**src/common/intc_pkg.sv**
```systemverilog
// Constants, field layout and types of the interrupt and event block.
// Assumes a 32-bit classic Wishbone register bus and a single core clock.
`default_nettype none
package intc_pkg;
	localparam int N_NODES = 96;
	localparam int N_CH = 8;
	localparam int N_ERU = 4;
	localparam int N_SHARED = 8;
	localparam int N_SRC_PER_SHARED = 4;
	localparam int SHARED_BASE = 88;
	localparam int ERU_NODE_BASE = 80;
	localparam int N_HWTRAP = 8;
	localparam int N_TRAPS = 10;
	localparam int N_ESR = 3;
	localparam int PRI_W = 4;
	localparam int ADDR_W = 12;
	localparam int PTR_W = 16;
	localparam int GATE_W = 10;
	localparam int N_IRQ = 3;
	////////////////////////////////////////////////////////////////////////
	// Register map, byte addresses
	localparam logic [ADDR_W-1:0] ADR_NODE_END  = 12'h0180;
	localparam logic [ADDR_W-1:0] ADR_CH_BASE   = 12'h0200;
	localparam logic [ADDR_W-1:0] ADR_CH_END    = 12'h0280;
	localparam logic [ADDR_W-1:0] ADR_SRC_SEL   = 12'h0280;
	localparam logic [ADDR_W-1:0] ADR_EDGE_CFG  = 12'h0284;
	localparam logic [ADDR_W-1:0] ADR_ESR_CFG   = 12'h0288;
	localparam logic [ADDR_W-1:0] ADR_CTRL      = 12'h028C;
	localparam logic [ADDR_W-1:0] ADR_GATE_BASE = 12'h0290;
	localparam logic [ADDR_W-1:0] ADR_TRAP_FLAG = 12'h02A0;
	localparam logic [ADDR_W-1:0] ADR_IRQ_STAT  = 12'h02A4;
	localparam logic [ADDR_W-1:0] ADR_IRQ_MASK  = 12'h02A8;
	////////////////////////////////////////////////////////////////////////
	// Field positions
	localparam int NODE_REQ_BIT = 0;
	localparam int NODE_EN_BIT = 1;
	localparam int NODE_PRI_LSB = 2;
	localparam int NODE_CHAN_BIT = 6;
	localparam int NODE_CHSEL_LSB = 7;
	localparam logic [1:0] CH_SRC = 2'h0;
	localparam logic [1:0] CH_DST = 2'h1;
	localparam logic [1:0] CH_CNT = 2'h2;
	localparam logic [1:0] CH_MODE = 2'h3;
	localparam int MODE_INC_SRC = 0;
	localparam int MODE_INC_DST = 1;
	localparam int MODE_CONT = 2;
	localparam int MODE_BYTE = 3;
	localparam int GATE_MASK_LSB = 0;
	localparam int GATE_PAT_LSB = 4;
	localparam int GATE_MODE_LSB = 8;
	localparam int IRQ_TRAP = 0;
	localparam int IRQ_CH_DONE = 1;
	localparam int IRQ_ERU = 2;
	localparam logic [1:0] ESR_TO_SR0 = 2'h1;
	localparam logic [1:0] ESR_TO_SR1 = 2'h2;
	localparam logic [7:0] TRAP_VEC_BASE = 8'h60;
	////////////////////////////////////////////////////////////////////////
	// Response latency in core cycles, and reset values
	localparam logic [3:0] LAT_CACHE = 4'h7;
	localparam logic [3:0] LAT_NOCACHE = 4'hB;
	localparam logic RST_JUMP_CACHE = 1'b1;
	typedef enum logic [1:0] {GATE_ALWAYS, GATE_MATCH, GATE_MISS, GATE_NEVER} gate_mode_t;
	typedef enum logic {ST_IDLE, ST_LATENCY} svc_state_t;
endpackage
`default_nettype wire

```
**src/common/eru_link_if.sv**
```systemverilog
// Event and level of one external request input channel.
// Assumes one edge detector drives it and the gating logic reads it.
`default_nettype none
interface eru_link_if;
	logic evt;
	logic level;
	modport source (output evt, output level);
	modport sink (input evt, input level);
endinterface
`default_nettype wire

```
**src/hdl/edge_trigger_logic.sv**
```systemverilog
// Edge detector of one external request input channel.
// Assumes the pin is already synchronous to core_clk.
`default_nettype none
module edge_trigger_logic
(
	input  wire logic  core_clk,
	input  wire logic  rst_n,
	input  wire logic  pin,
	input  wire logic  onRise,
	input  wire logic  onFall,
	eru_link_if.source link
);
	logic prev;

	always_ff @(posedge core_clk or negedge rst_n)
	begin
		if (!rst_n)
		begin
			prev <= 1'b0;
			link.evt <= 1'b0;
			link.level <= 1'b0;
		end
		else
		begin
			prev <= pin;
			link.evt <= (pin & ~prev & onRise) | (~pin & prev & onFall);
			link.level <= pin;
		end
	end
endmodule
`default_nettype wire

```
**src/hdl/output_gating_unit.sv**
```systemverilog
// Output gate of the external request unit: routes and filters events.
// Assumes events and levels come registered from the edge detectors.
`default_nettype none
module output_gating_unit
	import intc_pkg::*;
(
	input  wire logic [N_ERU-1:0]  evt,
	input  wire logic [N_ERU-1:0]  level,
	input  wire logic [GATE_W-1:0] cfg,
	input  wire logic              core_clk,
	input  wire logic              rst_n,
	output logic                   trig
);
	logic [N_ERU-1:0] mask;
	logic [N_ERU-1:0] pattern;
	logic             match;
	logic             open;

	assign mask = cfg[GATE_MASK_LSB +: N_ERU];
	assign pattern = cfg[GATE_PAT_LSB +: N_ERU];
	assign match = ((level ^ pattern) & mask) == '0;

	always_comb
	begin
		case (gate_mode_t'(cfg[GATE_MODE_LSB +: 2]))
			GATE_ALWAYS: open = 1'b1;
			GATE_MATCH: open = match;
			GATE_MISS: open = ~match;
			default: open = 1'b0;
		endcase
	end

	always_ff @(posedge core_clk or negedge rst_n)
	begin
		if (!rst_n)
			trig <= 1'b0;
		else
			trig <= (|(evt & mask)) & open;
	end
endmodule
`default_nettype wire

```
**src/hdl/interrupt_event_trap_system.sv**
```systemverilog
// Interrupt nodes, event transfer channels, external request unit and trap
// handling, with a classic Wishbone register slave.
// Assumes the CPU core consumes one-cycle service and transfer pulses.
// Functional notes
// - Node serviced by vector or channel
// - Standard service branches to node vector
// - Channel transfer steals one cycle, no vector
// - Move one unit, step pointers as configured
// - Count down unless continuous mode
// - Zero count gives standard interrupt unless continuous mode
// - Eight channels with pointers and counters
// - Response latency seven or eleven clocks
// - 96 nodes: request, enable, priority
// - Shared nodes pick source by selection
// - Four inputs, rising/falling/both edge detect
// - Routing to four pattern-filtering gates
// - Trap branches at once, sets flag
// - Trap preempts unless equal or higher trap runs
// - Interrupts and transfers wait during traps
// - Three pins raise two system traps
// - Software trap number selects service
// - Software request write acts like hardware
`default_nettype none
module interrupt_event_trap_system
	import intc_pkg::*;
(
	input  wire logic                            core_clk,
	input  wire logic                            rst_n,
	input  wire logic                            wb_cyc_i,
	input  wire logic                            wb_stb_i,
	input  wire logic                            wb_we_i,
	input  wire logic [ADDR_W-1:0]               wb_adr_i,
	input  wire logic [3:0]                      wb_sel_i,
	input  wire logic [31:0]                     wb_dat_i,
	output logic [31:0]                          wb_dat_o,
	output logic                                 wb_ack_o,
	input  wire logic [SHARED_BASE-1:0]          periphReq,
	input  wire logic [N_SHARED*N_SRC_PER_SHARED-1:0] sharedSrcReq,
	input  wire logic [N_ERU-1:0]                eruPin,
	input  wire logic [N_HWTRAP-1:0]             hwTrap,
	input  wire logic [N_ESR-1:0]                esrPin,
	input  wire logic [PRI_W-1:0]                cpuLevel,
	input  wire logic                            trapDone,
	input  wire logic                            swTrapValid,
	input  wire logic [7:0]                      swTrapNum,
	output logic                                 svcValid,
	output logic [7:0]                           svcVector,
	output logic                                 svcIsTrap,
	output logic                                 xferValid,
	output logic [PTR_W-1:0]                     xferSrc,
	output logic [PTR_W-1:0]                     xferDst,
	output logic                                 xferByte,
	output logic                                 irq
);
	logic [N_NODES-1:0] nodeReq;
	logic [N_NODES-1:0] nodeEn;
	logic [PRI_W-1:0]   nodePri [N_NODES];
	logic [N_NODES-1:0] nodeChan;
	logic [2:0]         nodeChSel [N_NODES];
	logic [PTR_W-1:0]   srcPtr [N_CH];
	logic [PTR_W-1:0]   dstPtr [N_CH];
	logic [PTR_W-1:0]   xferCnt [N_CH];
	logic [3:0]         chMode [N_CH];
	logic [2*N_SHARED-1:0] srcSel;
	logic [2*N_ERU-1:0] edgeCfg;
	logic [2*N_ESR-1:0] esrCfg;
	logic               jumpCache;
	logic [GATE_W-1:0]  gateCfg [N_ERU];
	logic [N_TRAPS-1:0] trapFlags;
	logic [N_TRAPS-1:0] trapPend;
	logic [N_IRQ-1:0]   irqStat;
	logic [N_IRQ-1:0]   irqMask;
	logic [N_IRQ-1:0]   next_irqStat;
	logic [N_ESR-1:0]   esrPrev;
	svc_state_t         state;
	logic [3:0]         latCnt;
	logic [7:0]         pendVec;
	logic               trapActive;
	logic [3:0]         trapLvl;
	logic busReq, wrEn, rdEn, nodeHit, chHit, gateHit;
	logic [6:0] nodeIdx;
	logic [2:0] chIdx;
	logic [1:0] chWord;
	logic [1:0] gateIdx;
	logic [31:0] rdData;
	logic [N_NODES-1:0] hwSet;
	logic [N_ERU-1:0] eruEvt, eruLvl, oguTrig;
	logic [1:0] srTrig;
	logic [N_TRAPS-1:0] trapIn;
	logic grantFound, trapGo, takeSw, takeNode, xferGo, chDone;
	logic [6:0] grantIdx;
	logic [PRI_W-1:0] bestPri;
	logic [3:0] trapIdx;
	logic [2:0] xferCh;
	logic [PTR_W-1:0] step;

	////////////////////////////////////////////////////////////////////////
	// Bus decode; partial-word writes are ignored, reads are whole words
	assign busReq = wb_cyc_i & wb_stb_i & ~wb_ack_o;
	assign wrEn = busReq & wb_we_i & (wb_sel_i == 4'hF);
	assign rdEn = busReq & ~wb_we_i;
	assign nodeHit = wb_adr_i < ADR_NODE_END;
	assign nodeIdx = wb_adr_i[8:2];
	assign chHit = (wb_adr_i >= ADR_CH_BASE) && (wb_adr_i < ADR_CH_END);
	assign chIdx = wb_adr_i[6:4];
	assign chWord = wb_adr_i[3:2];
	assign gateHit = wb_adr_i[ADDR_W-1:4] == ADR_GATE_BASE[ADDR_W-1:4];
	assign gateIdx = wb_adr_i[3:2];

	always_comb
	begin
		rdData = '0;
		if (nodeHit)
			rdData = 32'({nodeChSel[nodeIdx], nodeChan[nodeIdx], nodePri[nodeIdx], nodeEn[nodeIdx], nodeReq[nodeIdx]});
		else if (chHit)
		begin
			case (chWord)
				CH_SRC: rdData = 32'(srcPtr[chIdx]);
				CH_DST: rdData = 32'(dstPtr[chIdx]);
				CH_CNT: rdData = 32'(xferCnt[chIdx]);
				default: rdData = 32'(chMode[chIdx]);
			endcase
		end
		else if (gateHit)
			rdData = 32'(gateCfg[gateIdx]);
		else
		begin
			case (wb_adr_i)
				ADR_SRC_SEL: rdData = 32'(srcSel);
				ADR_EDGE_CFG: rdData = 32'(edgeCfg);
				ADR_ESR_CFG: rdData = 32'(esrCfg);
				ADR_CTRL: rdData = 32'({trapLvl, state == ST_LATENCY, trapActive, jumpCache});
				ADR_TRAP_FLAG: rdData = 32'(trapFlags);
				ADR_IRQ_STAT: rdData = 32'(irqStat);
				ADR_IRQ_MASK: rdData = 32'(irqMask);
				default: rdData = '0;
			endcase
		end
	end

	// Every access, mapped or not, is acknowledged one cycle later
	always_ff @(posedge core_clk or negedge rst_n)
	begin
		if (!rst_n)
		begin
			wb_ack_o <= 1'b0;
			wb_dat_o <= '0;
		end
		else
		begin
			wb_ack_o <= busReq;
			if (rdEn)
				wb_dat_o <= rdData;
		end
	end

	////////////////////////////////////////////////////////////////////////
	// Configuration registers
	always_ff @(posedge core_clk or negedge rst_n)
	begin
		if (!rst_n)
		begin
			nodeEn <= '0;
			nodeChan <= '0;
			for (int i = 0; i < N_NODES; i++)
			begin
				nodePri[i] <= '0;
				nodeChSel[i] <= '0;
			end
		end
		else if (wrEn && nodeHit)
		begin
			nodeEn[nodeIdx] <= wb_dat_i[NODE_EN_BIT];
			nodePri[nodeIdx] <= wb_dat_i[NODE_PRI_LSB +: PRI_W];
			nodeChan[nodeIdx] <= wb_dat_i[NODE_CHAN_BIT];
			nodeChSel[nodeIdx] <= wb_dat_i[NODE_CHSEL_LSB +: 3];
		end
	end

	always_ff @(posedge core_clk or negedge rst_n)
	begin
		if (!rst_n)
		begin
			srcSel <= '0;
			edgeCfg <= '0;
			esrCfg <= '0;
			jumpCache <= RST_JUMP_CACHE;
			irqMask <= '0;
			for (int i = 0; i < N_ERU; i++)
				gateCfg[i] <= '0;
		end
		else if (wrEn)
		begin
			if (gateHit)
				gateCfg[gateIdx] <= wb_dat_i[GATE_W-1:0];
			case (wb_adr_i)
				ADR_SRC_SEL: srcSel <= wb_dat_i[2*N_SHARED-1:0];
				ADR_EDGE_CFG: edgeCfg <= wb_dat_i[2*N_ERU-1:0];
				ADR_ESR_CFG: esrCfg <= wb_dat_i[2*N_ESR-1:0];
				ADR_CTRL: jumpCache <= wb_dat_i[0];
				ADR_IRQ_MASK: irqMask <= wb_dat_i[N_IRQ-1:0];
				default: ;
			endcase
		end
	end

	////////////////////////////////////////////////////////////////////////
	// External request unit: edge detectors and output gates
	eru_link_if eruLink [N_ERU] ();

	generate
		for (genvar g = 0; g < N_ERU; g++)
		begin : gEru
			edge_trigger_logic uEdge (
				.core_clk (core_clk),
				.rst_n    (rst_n),
				.pin      (eruPin[g]),
				.onRise   (edgeCfg[2*g]),
				.onFall   (edgeCfg[2*g+1]),
				.link     (eruLink[g])
			);
			assign eruEvt[g] = eruLink[g].evt;
			assign eruLvl[g] = eruLink[g].level;
			output_gating_unit uGate (
				.evt      (eruEvt),
				.level    (eruLvl),
				.cfg      (gateCfg[g]),
				.core_clk (core_clk),
				.rst_n    (rst_n),
				.trig     (oguTrig[g])
			);
		end
	endgenerate

	////////////////////////////////////////////////////////////////////////
	// Hardware request sources per node
	always_comb
	begin
		hwSet = '0;
		hwSet[SHARED_BASE-1:0] = periphReq;
		hwSet[ERU_NODE_BASE +: N_ERU] = periphReq[ERU_NODE_BASE +: N_ERU] | oguTrig;
		for (int k = 0; k < N_SHARED; k++)
			hwSet[SHARED_BASE+k] = sharedSrcReq[k*N_SRC_PER_SHARED + int'(srcSel[2*k +: 2])];
	end

	always_comb
	begin
		grantFound = 1'b0;
		grantIdx = '0;
		bestPri = cpuLevel;
		for (int i = 0; i < N_NODES; i++)
			if (nodeReq[i] && nodeEn[i] && (nodePri[i] > bestPri))
			begin
				grantFound = 1'b1;
				grantIdx = 7'(i);
				bestPri = nodePri[i];
			end
	end

	// Set wins over both a software clear and the grant clear
	always_ff @(posedge core_clk or negedge rst_n)
	begin
		if (!rst_n)
			nodeReq <= '0;
		else
			for (int i = 0; i < N_NODES; i++)
			begin
				if (wrEn && nodeHit && (nodeIdx == 7'(i)))
					nodeReq[i] <= wb_dat_i[NODE_REQ_BIT];
				if (takeNode && (grantIdx == 7'(i)))
					nodeReq[i] <= 1'b0;
				if (hwSet[i])
					nodeReq[i] <= 1'b1;
			end
	end

	////////////////////////////////////////////////////////////////////////
	// Traps: external service request pins and hardware trap inputs
	always_comb
	begin
		srTrig = '0;
		for (int p = 0; p < N_ESR; p++)
			if (esrPin[p] && !esrPrev[p])
			begin
				if (esrCfg[2*p +: 2] == ESR_TO_SR0)
					srTrig[0] = 1'b1;
				if (esrCfg[2*p +: 2] == ESR_TO_SR1)
					srTrig[1] = 1'b1;
			end
	end
	assign trapIn = {srTrig, hwTrap};

	// Higher trap index is higher priority; the last match wins
	always_comb
	begin
		trapGo = 1'b0;
		trapIdx = '0;
		for (int i = 0; i < N_TRAPS; i++)
			if (trapPend[i] && (!trapActive || (4'(i) > trapLvl)))
			begin
				trapGo = 1'b1;
				trapIdx = 4'(i);
			end
	end

	always_ff @(posedge core_clk or negedge rst_n)
	begin
		if (!rst_n)
		begin
			esrPrev <= '0;
			trapPend <= '0;
			trapFlags <= '0;
		end
		else
		begin
			esrPrev <= esrPin;
			trapPend <= (trapPend & ~(N_TRAPS'(trapGo) << trapIdx)) | trapIn;
			if (wrEn && (wb_adr_i == ADR_TRAP_FLAG))
				trapFlags <= (trapFlags & ~wb_dat_i[N_TRAPS-1:0]) | trapIn;
			else
				trapFlags <= trapFlags | trapIn;
		end
	end

	////////////////////////////////////////////////////////////////////////
	// Service sequencing
	// Blocked during trap service
	assign takeSw = !trapGo && !trapActive && (state == ST_IDLE) && swTrapValid;
	assign takeNode = !trapGo && !trapActive && (state == ST_IDLE) && !swTrapValid && grantFound;
	assign xferCh = nodeChSel[grantIdx];
	assign xferGo = takeNode && nodeChan[grantIdx] && ((xferCnt[xferCh] != '0) || chMode[xferCh][MODE_CONT]);
	assign chDone = xferGo && !chMode[xferCh][MODE_CONT] && (xferCnt[xferCh] == PTR_W'(1));
	assign step = chMode[xferCh][MODE_BYTE] ? PTR_W'(1) : PTR_W'(2);

	always_ff @(posedge core_clk or negedge rst_n)
	begin
		if (!rst_n)
		begin
			state <= ST_IDLE;
			latCnt <= '0;
			pendVec <= '0;
			trapActive <= 1'b0;
			trapLvl <= '0;
			svcValid <= 1'b0;
			svcVector <= '0;
			svcIsTrap <= 1'b0;
		end
		else
		begin
			svcValid <= 1'b0;
			if (trapGo)
			begin
				svcValid <= 1'b1;
				svcVector <= TRAP_VEC_BASE + 8'(trapIdx);
				svcIsTrap <= 1'b1;
				trapActive <= 1'b1;
				trapLvl <= trapIdx;
			end
			else if (trapDone)
				trapActive <= 1'b0;
			case (state)
				ST_IDLE:
				begin
					if (takeSw)
					begin
						svcValid <= 1'b1;
						svcVector <= swTrapNum;
						svcIsTrap <= 1'b0;
					end
					else if (takeNode && !xferGo)
					begin
						state <= ST_LATENCY;
						pendVec <= 8'(grantIdx);
						latCnt <= (jumpCache ? LAT_CACHE : LAT_NOCACHE) - 4'h1;
					end
				end
				ST_LATENCY:
				begin
					if (latCnt > 4'h1)
						latCnt <= latCnt - 4'h1;
					else if (!trapGo && !trapActive)
					begin
						svcValid <= 1'b1;
						svcVector <= pendVec;
						svcIsTrap <= 1'b0;
						state <= ST_IDLE;
					end
				end
				default: state <= ST_IDLE;
			endcase
		end
	end

	////////////////////////////////////////////////////////////////////////
	// Event transfer channels
	always_ff @(posedge core_clk or negedge rst_n)
	begin
		if (!rst_n)
		begin
			for (int c = 0; c < N_CH; c++)
			begin
				srcPtr[c] <= '0;
				dstPtr[c] <= '0;
				xferCnt[c] <= '0;
				chMode[c] <= '0;
			end
		end
		else if (xferGo)
		begin
			if (chMode[xferCh][MODE_INC_SRC])
				srcPtr[xferCh] <= srcPtr[xferCh] + step;
			if (chMode[xferCh][MODE_INC_DST])
				dstPtr[xferCh] <= dstPtr[xferCh] + step;
			if (!chMode[xferCh][MODE_CONT])
				xferCnt[xferCh] <= xferCnt[xferCh] - PTR_W'(1);
		end
		else if (wrEn && chHit)
		begin
			case (chWord)
				CH_SRC: srcPtr[chIdx] <= wb_dat_i[PTR_W-1:0];
				CH_DST: dstPtr[chIdx] <= wb_dat_i[PTR_W-1:0];
				CH_CNT: xferCnt[chIdx] <= wb_dat_i[PTR_W-1:0];
				default: chMode[chIdx] <= wb_dat_i[3:0];
			endcase
		end
	end

	always_ff @(posedge core_clk or negedge rst_n)
	begin
		if (!rst_n)
		begin
			xferValid <= 1'b0;
			xferSrc <= '0;
			xferDst <= '0;
			xferByte <= 1'b0;
		end
		else
		begin
			xferValid <= xferGo;
			if (xferGo)
			begin
				xferSrc <= srcPtr[xferCh];
				xferDst <= dstPtr[xferCh];
				xferByte <= chMode[xferCh][MODE_BYTE];
			end
		end
	end

	////////////////////////////////////////////////////////////////////////
	// Interrupt status: read clears, a new event in that cycle survives
	always_comb
	begin
		next_irqStat = irqStat;
		if (rdEn && (wb_adr_i == ADR_IRQ_STAT))
			next_irqStat = '0;
		next_irqStat[IRQ_TRAP] = next_irqStat[IRQ_TRAP] | trapGo;
		next_irqStat[IRQ_CH_DONE] = next_irqStat[IRQ_CH_DONE] | chDone;
		next_irqStat[IRQ_ERU] = next_irqStat[IRQ_ERU] | (|oguTrig);
	end

	always_ff @(posedge core_clk or negedge rst_n)
	begin
		if (!rst_n)
		begin
			irqStat <= '0;
			irq <= 1'b0;
		end
		else
		begin
			irqStat <= next_irqStat;
			irq <= |(next_irqStat & irqMask);
		end
	end
endmodule
`default_nettype wire

```
**config.mk**
```make
export PLATFORM = sky130hd
export DESIGN_NAME = interrupt_event_trap_system
export DESIGN_NICKNAME = d
export VERILOG_FILES = /design/src/common/intc_pkg.sv /design/src/common/eru_link_if.sv /design/src/hdl/edge_trigger_logic.sv /design/src/hdl/output_gating_unit.sv /design/src/hdl/interrupt_event_trap_system.sv
export SDC_FILE = /design/constraint.sdc
export NUM_CORES = 2
export LEC_CHECK = 0
export BUFFER_PORTS_ARGS = -buffer_cell sky130_fd_sc_hd__buf_2
export CAP_MARGIN = 20
export CORE_MARGIN = 2
export CORE_UTILIZATION = 45
export DETAILED_ROUTE_END_ITERATION = 6
export PLACE_DENSITY_LB_ADDON = 0.2
export SYNTH_ARGS = -nofsm -noshare
export SYNTH_HDL_FRONTEND = slang
export SYNTH_HIERARCHICAL = 1
export SYNTH_SLANG_ARGS = --single-unit
```
**constraint.sdc**
```tcl
create_clock -name core_clk -period 351.6 [get_ports core_clk]
set_input_delay 52.74 -clock core_clk [delete_from_list [all_inputs] [get_ports core_clk]]
set_output_delay 52.74 -clock core_clk [all_outputs]
set_load 0.01 [all_outputs]
```
### After elaboration in Yosys (flattened, before gate mapping)

Index checks and enable logic that the tools add are counted.

* register bits after elaboration: 1583
* input bits: 202
* output and inout port bits: 78
* logic and storage cells: 2118

* bitwise logic cells: 76
* mux-type cells: 746
* $lt $le $gt $ge: 130
* add/sub/neg operators: 13
* eq/ne operators: 222
* shifts and indexed selects: 1
* reduce and logical (&&, ||, !) cells: 568

Operators by type and width (count)
* $mux W128: 12
* $bwmux W128: 6
* $mux W7: 94
* $mux W4: 115
* $eq A7 B6 Y1 const B: 64
* $eq A7 B7 Y1 const B: 64
* $mux W1: 436
* $logic_and A1 B1 Y1: 417
* $bwmux W384: 1
* $gt A4 B4 Y1: 96
* $bmux W16 S3: 6
* $bwmux W288: 1
* $reduce_bool A3 Y1: 96
* $mux W16: 15
* $eq A7 B5 Y1 const B: 32
* $bwmux W96: 2
* $eq A7 B4 Y1 const B: 16
* $pmux W16 S7: 1
* $demux W16 S3: 2
* $eq A12 B10 Y1 const B: 7
* $mux W32: 2
* $eq A7 B3 Y1 const B: 8
* $pmux W16 S3: 1
* $bmux W3 S7: 2
* 82 further kinds: 260

### Logic depth before layout (Yosys ltp)

* word-level depth: 304
* depth in mapped cells: 836
* mapped depth without buffers: 808

### By module

Netlist, hierarchy kept.

By module, submodules not included
* interrupt_event_trap_system: area each 109983.0 um^2, seq. area each 38913.6 um^2, times used 1, cells each 10375
* output_gating_unit: area each 113.9 um^2, seq. area each 25.0 um^2, times used 4, cells each 13
* edge_trigger_logic: area each 70.1 um^2, seq. area each 50.0 um^2, times used 4, cells each 5

### Worst setup path before layout

Ideal clock, no wire load.

* path kind: input to register
* start: in cpuLevel[3]
* end: reg srcPtr[106] in the netlist's numbering
* data required time: 351479 ps
* buffers on the path: 26
* slack: 155967 ps
* library setup time: 121 ps
* stages on the path: 759
* arrival time: 195512 ps
* cells stage by stage: inv_1 > ha_1 > nand4_1 > nand3_1 > a21o_1 > nand2_1 > o21ai_0 > ha_1 > nand2b_1 > and2_2 > a2111oi_0 > a211oi_1 > a311oi_4 > a21oi_1 > ha_1 > a21o_1 > maj3_1 > a21oi_1 > [723 not listed] > buf_12 > buf_12 > buf_8 > buf_8 > buf_8 > clkbuf_1 > and3_1 > a31oi_1 > a221oi_2 > inv_1 > ha_1 > fa_1 > o211ai_1 > or3_4 > nor2_4 > xnor2_1 > o22ai_1 > a22o_1

* longest elaborated chain between the ends: 301
* elaborated cells on any way between the ends: 513
* classes of those cells: add/sub: 1; order compare: 98; eq/ne: 1; mux: 306; bitwise: 2; reduce/logical: 105

Ends and longest elaborated chain
* start, declared: RTL line interrupt_event_trap_system.sv:42 `input wire logic [PRI_W-1:0] cpuLevel,`
* $gt A4 B4 Y1: RTL line interrupt_event_trap_system.sv:252 `if (nodeReq[i] && nodeEn[i] && (nodePri[i] > bestPri))`
* $logic_and A1 B1 Y1: RTL line interrupt_event_trap_system.sv:252
* $mux W4 *: RTL line interrupt_event_trap_system.sv:252
* $gt A4 B4 Y1: RTL line interrupt_event_trap_system.sv:252
* $logic_and A1 B1 Y1: RTL line interrupt_event_trap_system.sv:252
* $mux W4: RTL line interrupt_event_trap_system.sv:252
* $gt A4 B4 Y1: RTL line interrupt_event_trap_system.sv:252
* $logic_and A1 B1 Y1: RTL line interrupt_event_trap_system.sv:252
* [285 not listed]
* $bmux W4 S3 *: RTL line interrupt_event_trap_system.sv:333 `assign step = chMode[xferCh][MODE_BYTE] ? PTR_W'(1) : PTR_W'(2);`
* $mux W4 (implied by the code) * (2 in a row): RTL line interrupt_event_trap_system.sv:333
* $mux W2 *: RTL line interrupt_event_trap_system.sv:333
* net step[0]: RTL line interrupt_event_trap_system.sv:95 `logic [PTR_W-1:0] step;`
* $add A16 B2 Y16 *: RTL line interrupt_event_trap_system.sv:411 `srcPtr[xferCh] <= srcPtr[xferCh] + step;`
* $bwmux W128 *: RTL line interrupt_event_trap_system.sv:411
* $mux W128 *: RTL line interrupt_event_trap_system.sv:410 `if (chMode[xferCh][MODE_INC_SRC])`
* $mux W128 *: RTL line interrupt_event_trap_system.sv:408 `else if (xferGo)`
* end signal, assigned by index: RTL line interrupt_event_trap_system.sv:411
* end signal, assigned by index: RTL line interrupt_event_trap_system.sv:420 `CH_SRC: srcPtr[chIdx] <= wb_dat_i[PTR_W-1:0];`
* end, declared: RTL line interrupt_event_trap_system.sv:60 `logic [PTR_W-1:0] srcPtr [N_CH];`

The timed path passes the listed nets; every way through them passes the cells marked *. The select of a mux whose other input is x is not followed.
A chain may end at the register's enable or synchronous reset.

==> flow_summary.json <==
{
  "outcome": "finished, violations left",
  "violations": "design-rule violations",
  "crit_path_end_kind": "register",
  "hold_ws_ns": 0.4694,
  "cp.arrival_ns": 224.98,
  "core_sq_um": 245300,
  "htreeDepth": 4,
  "rsz0062_at_grt": "false",
  "routabilityCongestion": 1.008,
  "cts_resized": 0,
  "seq_area_frac_synth_pct": 35.42,
  "drt_pass1_iterations": 7,
  "m1WireLength_mm": 168.2,
  "area_growth_pct": 7.439,
  "hold_viol": 0,
  "maxCapViolations": 0,
  "postCtsSetupRepairBufs": 0,
  "die_w_microns": 500.0,
  "timing.fmax_mhz": 4.460,
  "layout.nets": 10820,
  "cpMaxStageDelayCell": "a2111oi_0",
  "syn_area_per_cell_sq_um": 10.60,
  "netlist_area_sq_um": 110700,
  "overflow": 0,
  "ys_seq_elements": 1567,
  "cp.required_ns": 352.36,
  "cts_root_buffer": "clkbuf_16",
  "yosys_warnings": 6,
  "yosys.area.top_type": "dfrtp_1",
  "hp-class": "register to register",
  "grt_max_degree": 148,
  "clock-sinks": 1567,
  "detail_route.vias_per_cell": 6.850,
  "synthCells": 10450,
  "max_slew.worst_pin.slew_ns": 1.413,
  "cpMostUsedCell": "ha_1",
  "ant_nets": 0,
  "synth_ff_type": "dfrtp_1",
  "synth-edff-count": 0,
  "irDropWorstVdd_uv": 5.473,
  "dp_cells": 13420,
  "finalWirelength_mm": 447.4,
  "slew_headroom_pct": 5.769,
  "synthArstFlopShare_pct": 100.0,
  "skew_ns": 0.07975,
  "cts_tree": "yes",
  "yosys-top-cells-area": "dfrtp_1 (35%), mux4_2 (8.7%), mux2_2 (8.5%)",
  "ioPinCount": 280,
  "dr.first_iter.drc_count": 11830,
  "dr_wl_met2_mm": 195.8,
  "yosysTopAreaCellShare_pct": 35.39,
  "final_max_slew_viol_count": 0,
  "cp_max_fo": 73,
  "final_cells": 13800,
  "most-common-layout-cells": "dfrtp_1 (1566), nand2_1 (1109), mux2_2 (838)",
  "final_common_cell": "dfrtp_1",
  "tns_ns": 0,
  "grt_usage_pct": 34.93,
  "leakage_nw": 51.60,
  "dp_hpwl_mm": 310.6,
  "fin_crit_ns": 224.22,
  "start_kind": "primary input",
  "ys_types": 214,
  "start_util_pct": 45.14,
  "num_vias": 94500,
  "row_count": 182,
  "top_layer": "met5",
  "setup_viol": 0,
  "cts_buffer_depth": 3,
  "die_area_sq_um": 250000,
  "cts_made_buffers": 186,
  "io_buffer_count": 247,
  "grt_pass1_wl_mm": 649.0,
  "powerDensity_nw_per_um2": 3.762,
  "grt_antenna_before_repair": 42,
  "die_h_microns": 500.0,
  "path_class": "primary input to register",
  "postCtsHoldBufs": 0,
  "drive_gt1_share_pct": 27.03,
  "crit_path_max_incr_delay_ns": 0.95,
  "drc": 2,
  "first_global_vias": 92850,
  "clock_latency_ns": 0.90,
  "clk_pin_slew_ns": 0.07,
  "wl_met3_mm": 44.83,
  "post-route-period-util_pct": 63.77,
  "routedWlPerCell_microns": 32.43
}
==> per-stage QoR <==
| step | utilization [%] | power, mW | cell area (sq um) | setup WS [ns] |
|---|---|---|---|---|
| final | 48.50 | 0.4476 | 119000 | 127.38 |
| after global routing | 48.49 | 0.4598 | 118900 | 115.66 |
| after CTS | 48.42 | 0.4482 | 118800 | 129.92 |
| after detailed placement | 45.77 | 0.2412 | 112200 | 129.65 |
| after global placement | 45.75 | 0.2402 | 112200 | 132.41 |
| after floorplan | - | 0.2221 | 110800 | 155.97 |
==> routing by layer <==
layer / track usage, % / vias up
met5: 0 / -
met4: 25.30 / 14
met3: 8.464 / 1512
met2: 52.80 / 5835
met1: 43.67 / 47590
li1: - / 39550
==> kinds of logic after synthesis <==
kind of cell,count (synthesis),share of synthesized area (%)
compound gates,2915,20.09
other cells,1,0.003387
simple gates,2794,12.75
mux,1669,21.23
buf+inv,1095,6.457
flops,1567,35.42
xor+xnor,171,1.407
fa+ha+maj,235,2.643
==> power by group <==
part / switching (mW) / leakage, nW / internal (mW)
clock: 0.0872 / 3.18 / 0.121
combinational: 0.0364 / 28.1 / 0.0174
sequential: 0.00302 / 20.3 / 0.182
total: 0.127 / 51.6 / 0.321
==> worst paths after layout <==
path,from,to,slack (ns),cells past startpoint
max in group asynchronous,rst_n,nodePri[308],295.11,6
worst max register to register,nodePri[381],dstPtr[114],178.94,737
worst max-delay path,cpuLevel[1],dstPtr[114],127.38,915
min in group asynchronous,rst_n,nodePri[46],51.89,1
worst min register to register,xferDst[11],xferDst[11],0.47,2
worst min-delay path,xferDst[11],xferDst[11],0.47,2
==> critical path, delay by kind of cell <==
family	cells	cell delay [ns]
adders and majority gates	128	36.47
muxes	74	23.85
buffers and inverters	46	6.84
AOI/OAI and AO/OA	401	92.54
and+or+nand+nor	266	51.61
==> layout make-up <==
class	instances	area [sq um]
clock buffers	267	5423
fillers	22280	126300
inverters	356	1379
repair buffers	485	3233
flip-flops and latches	1567	39210
diodes	26	65.06
clock inverters	75	1091
well taps	3220	4029
multi-input cells	7800	64520
==> cells in the mapped netlist (64+ instances only) <==
cell       count
ha_1         218
o211ai_1      77
nor3_1        96
nand2_1     1109
a22oi_1       64
buf_6         94
nor2_1       636
clkbuf_1     285
mux2_2       838
inv_1        352
o21ai_0      478
a21oi_1      346
dfrtp_1     1566
o2bb2ai_1     87
mux4_2       430
a22o_1       312
mux2i_1      295
xnor2_1      103
o21bai_1     100
nand3_1      219
o22ai_1      309
a31oi_1      110
buf_1         73
o21ai_1       79
==> flip-flops by register name, indices dropped and copies added (netlist names), 32 cells and up <==
register / count
nodeReq: 96
nodeChan: 96
nodePri: 384
chMode: 32
xferCnt: 128
nodeChSel: 288
dstPtr: 128
nodeEn: 96
gateCfg: 40
srcPtr: 128
(Power assumes the default switching activity.)
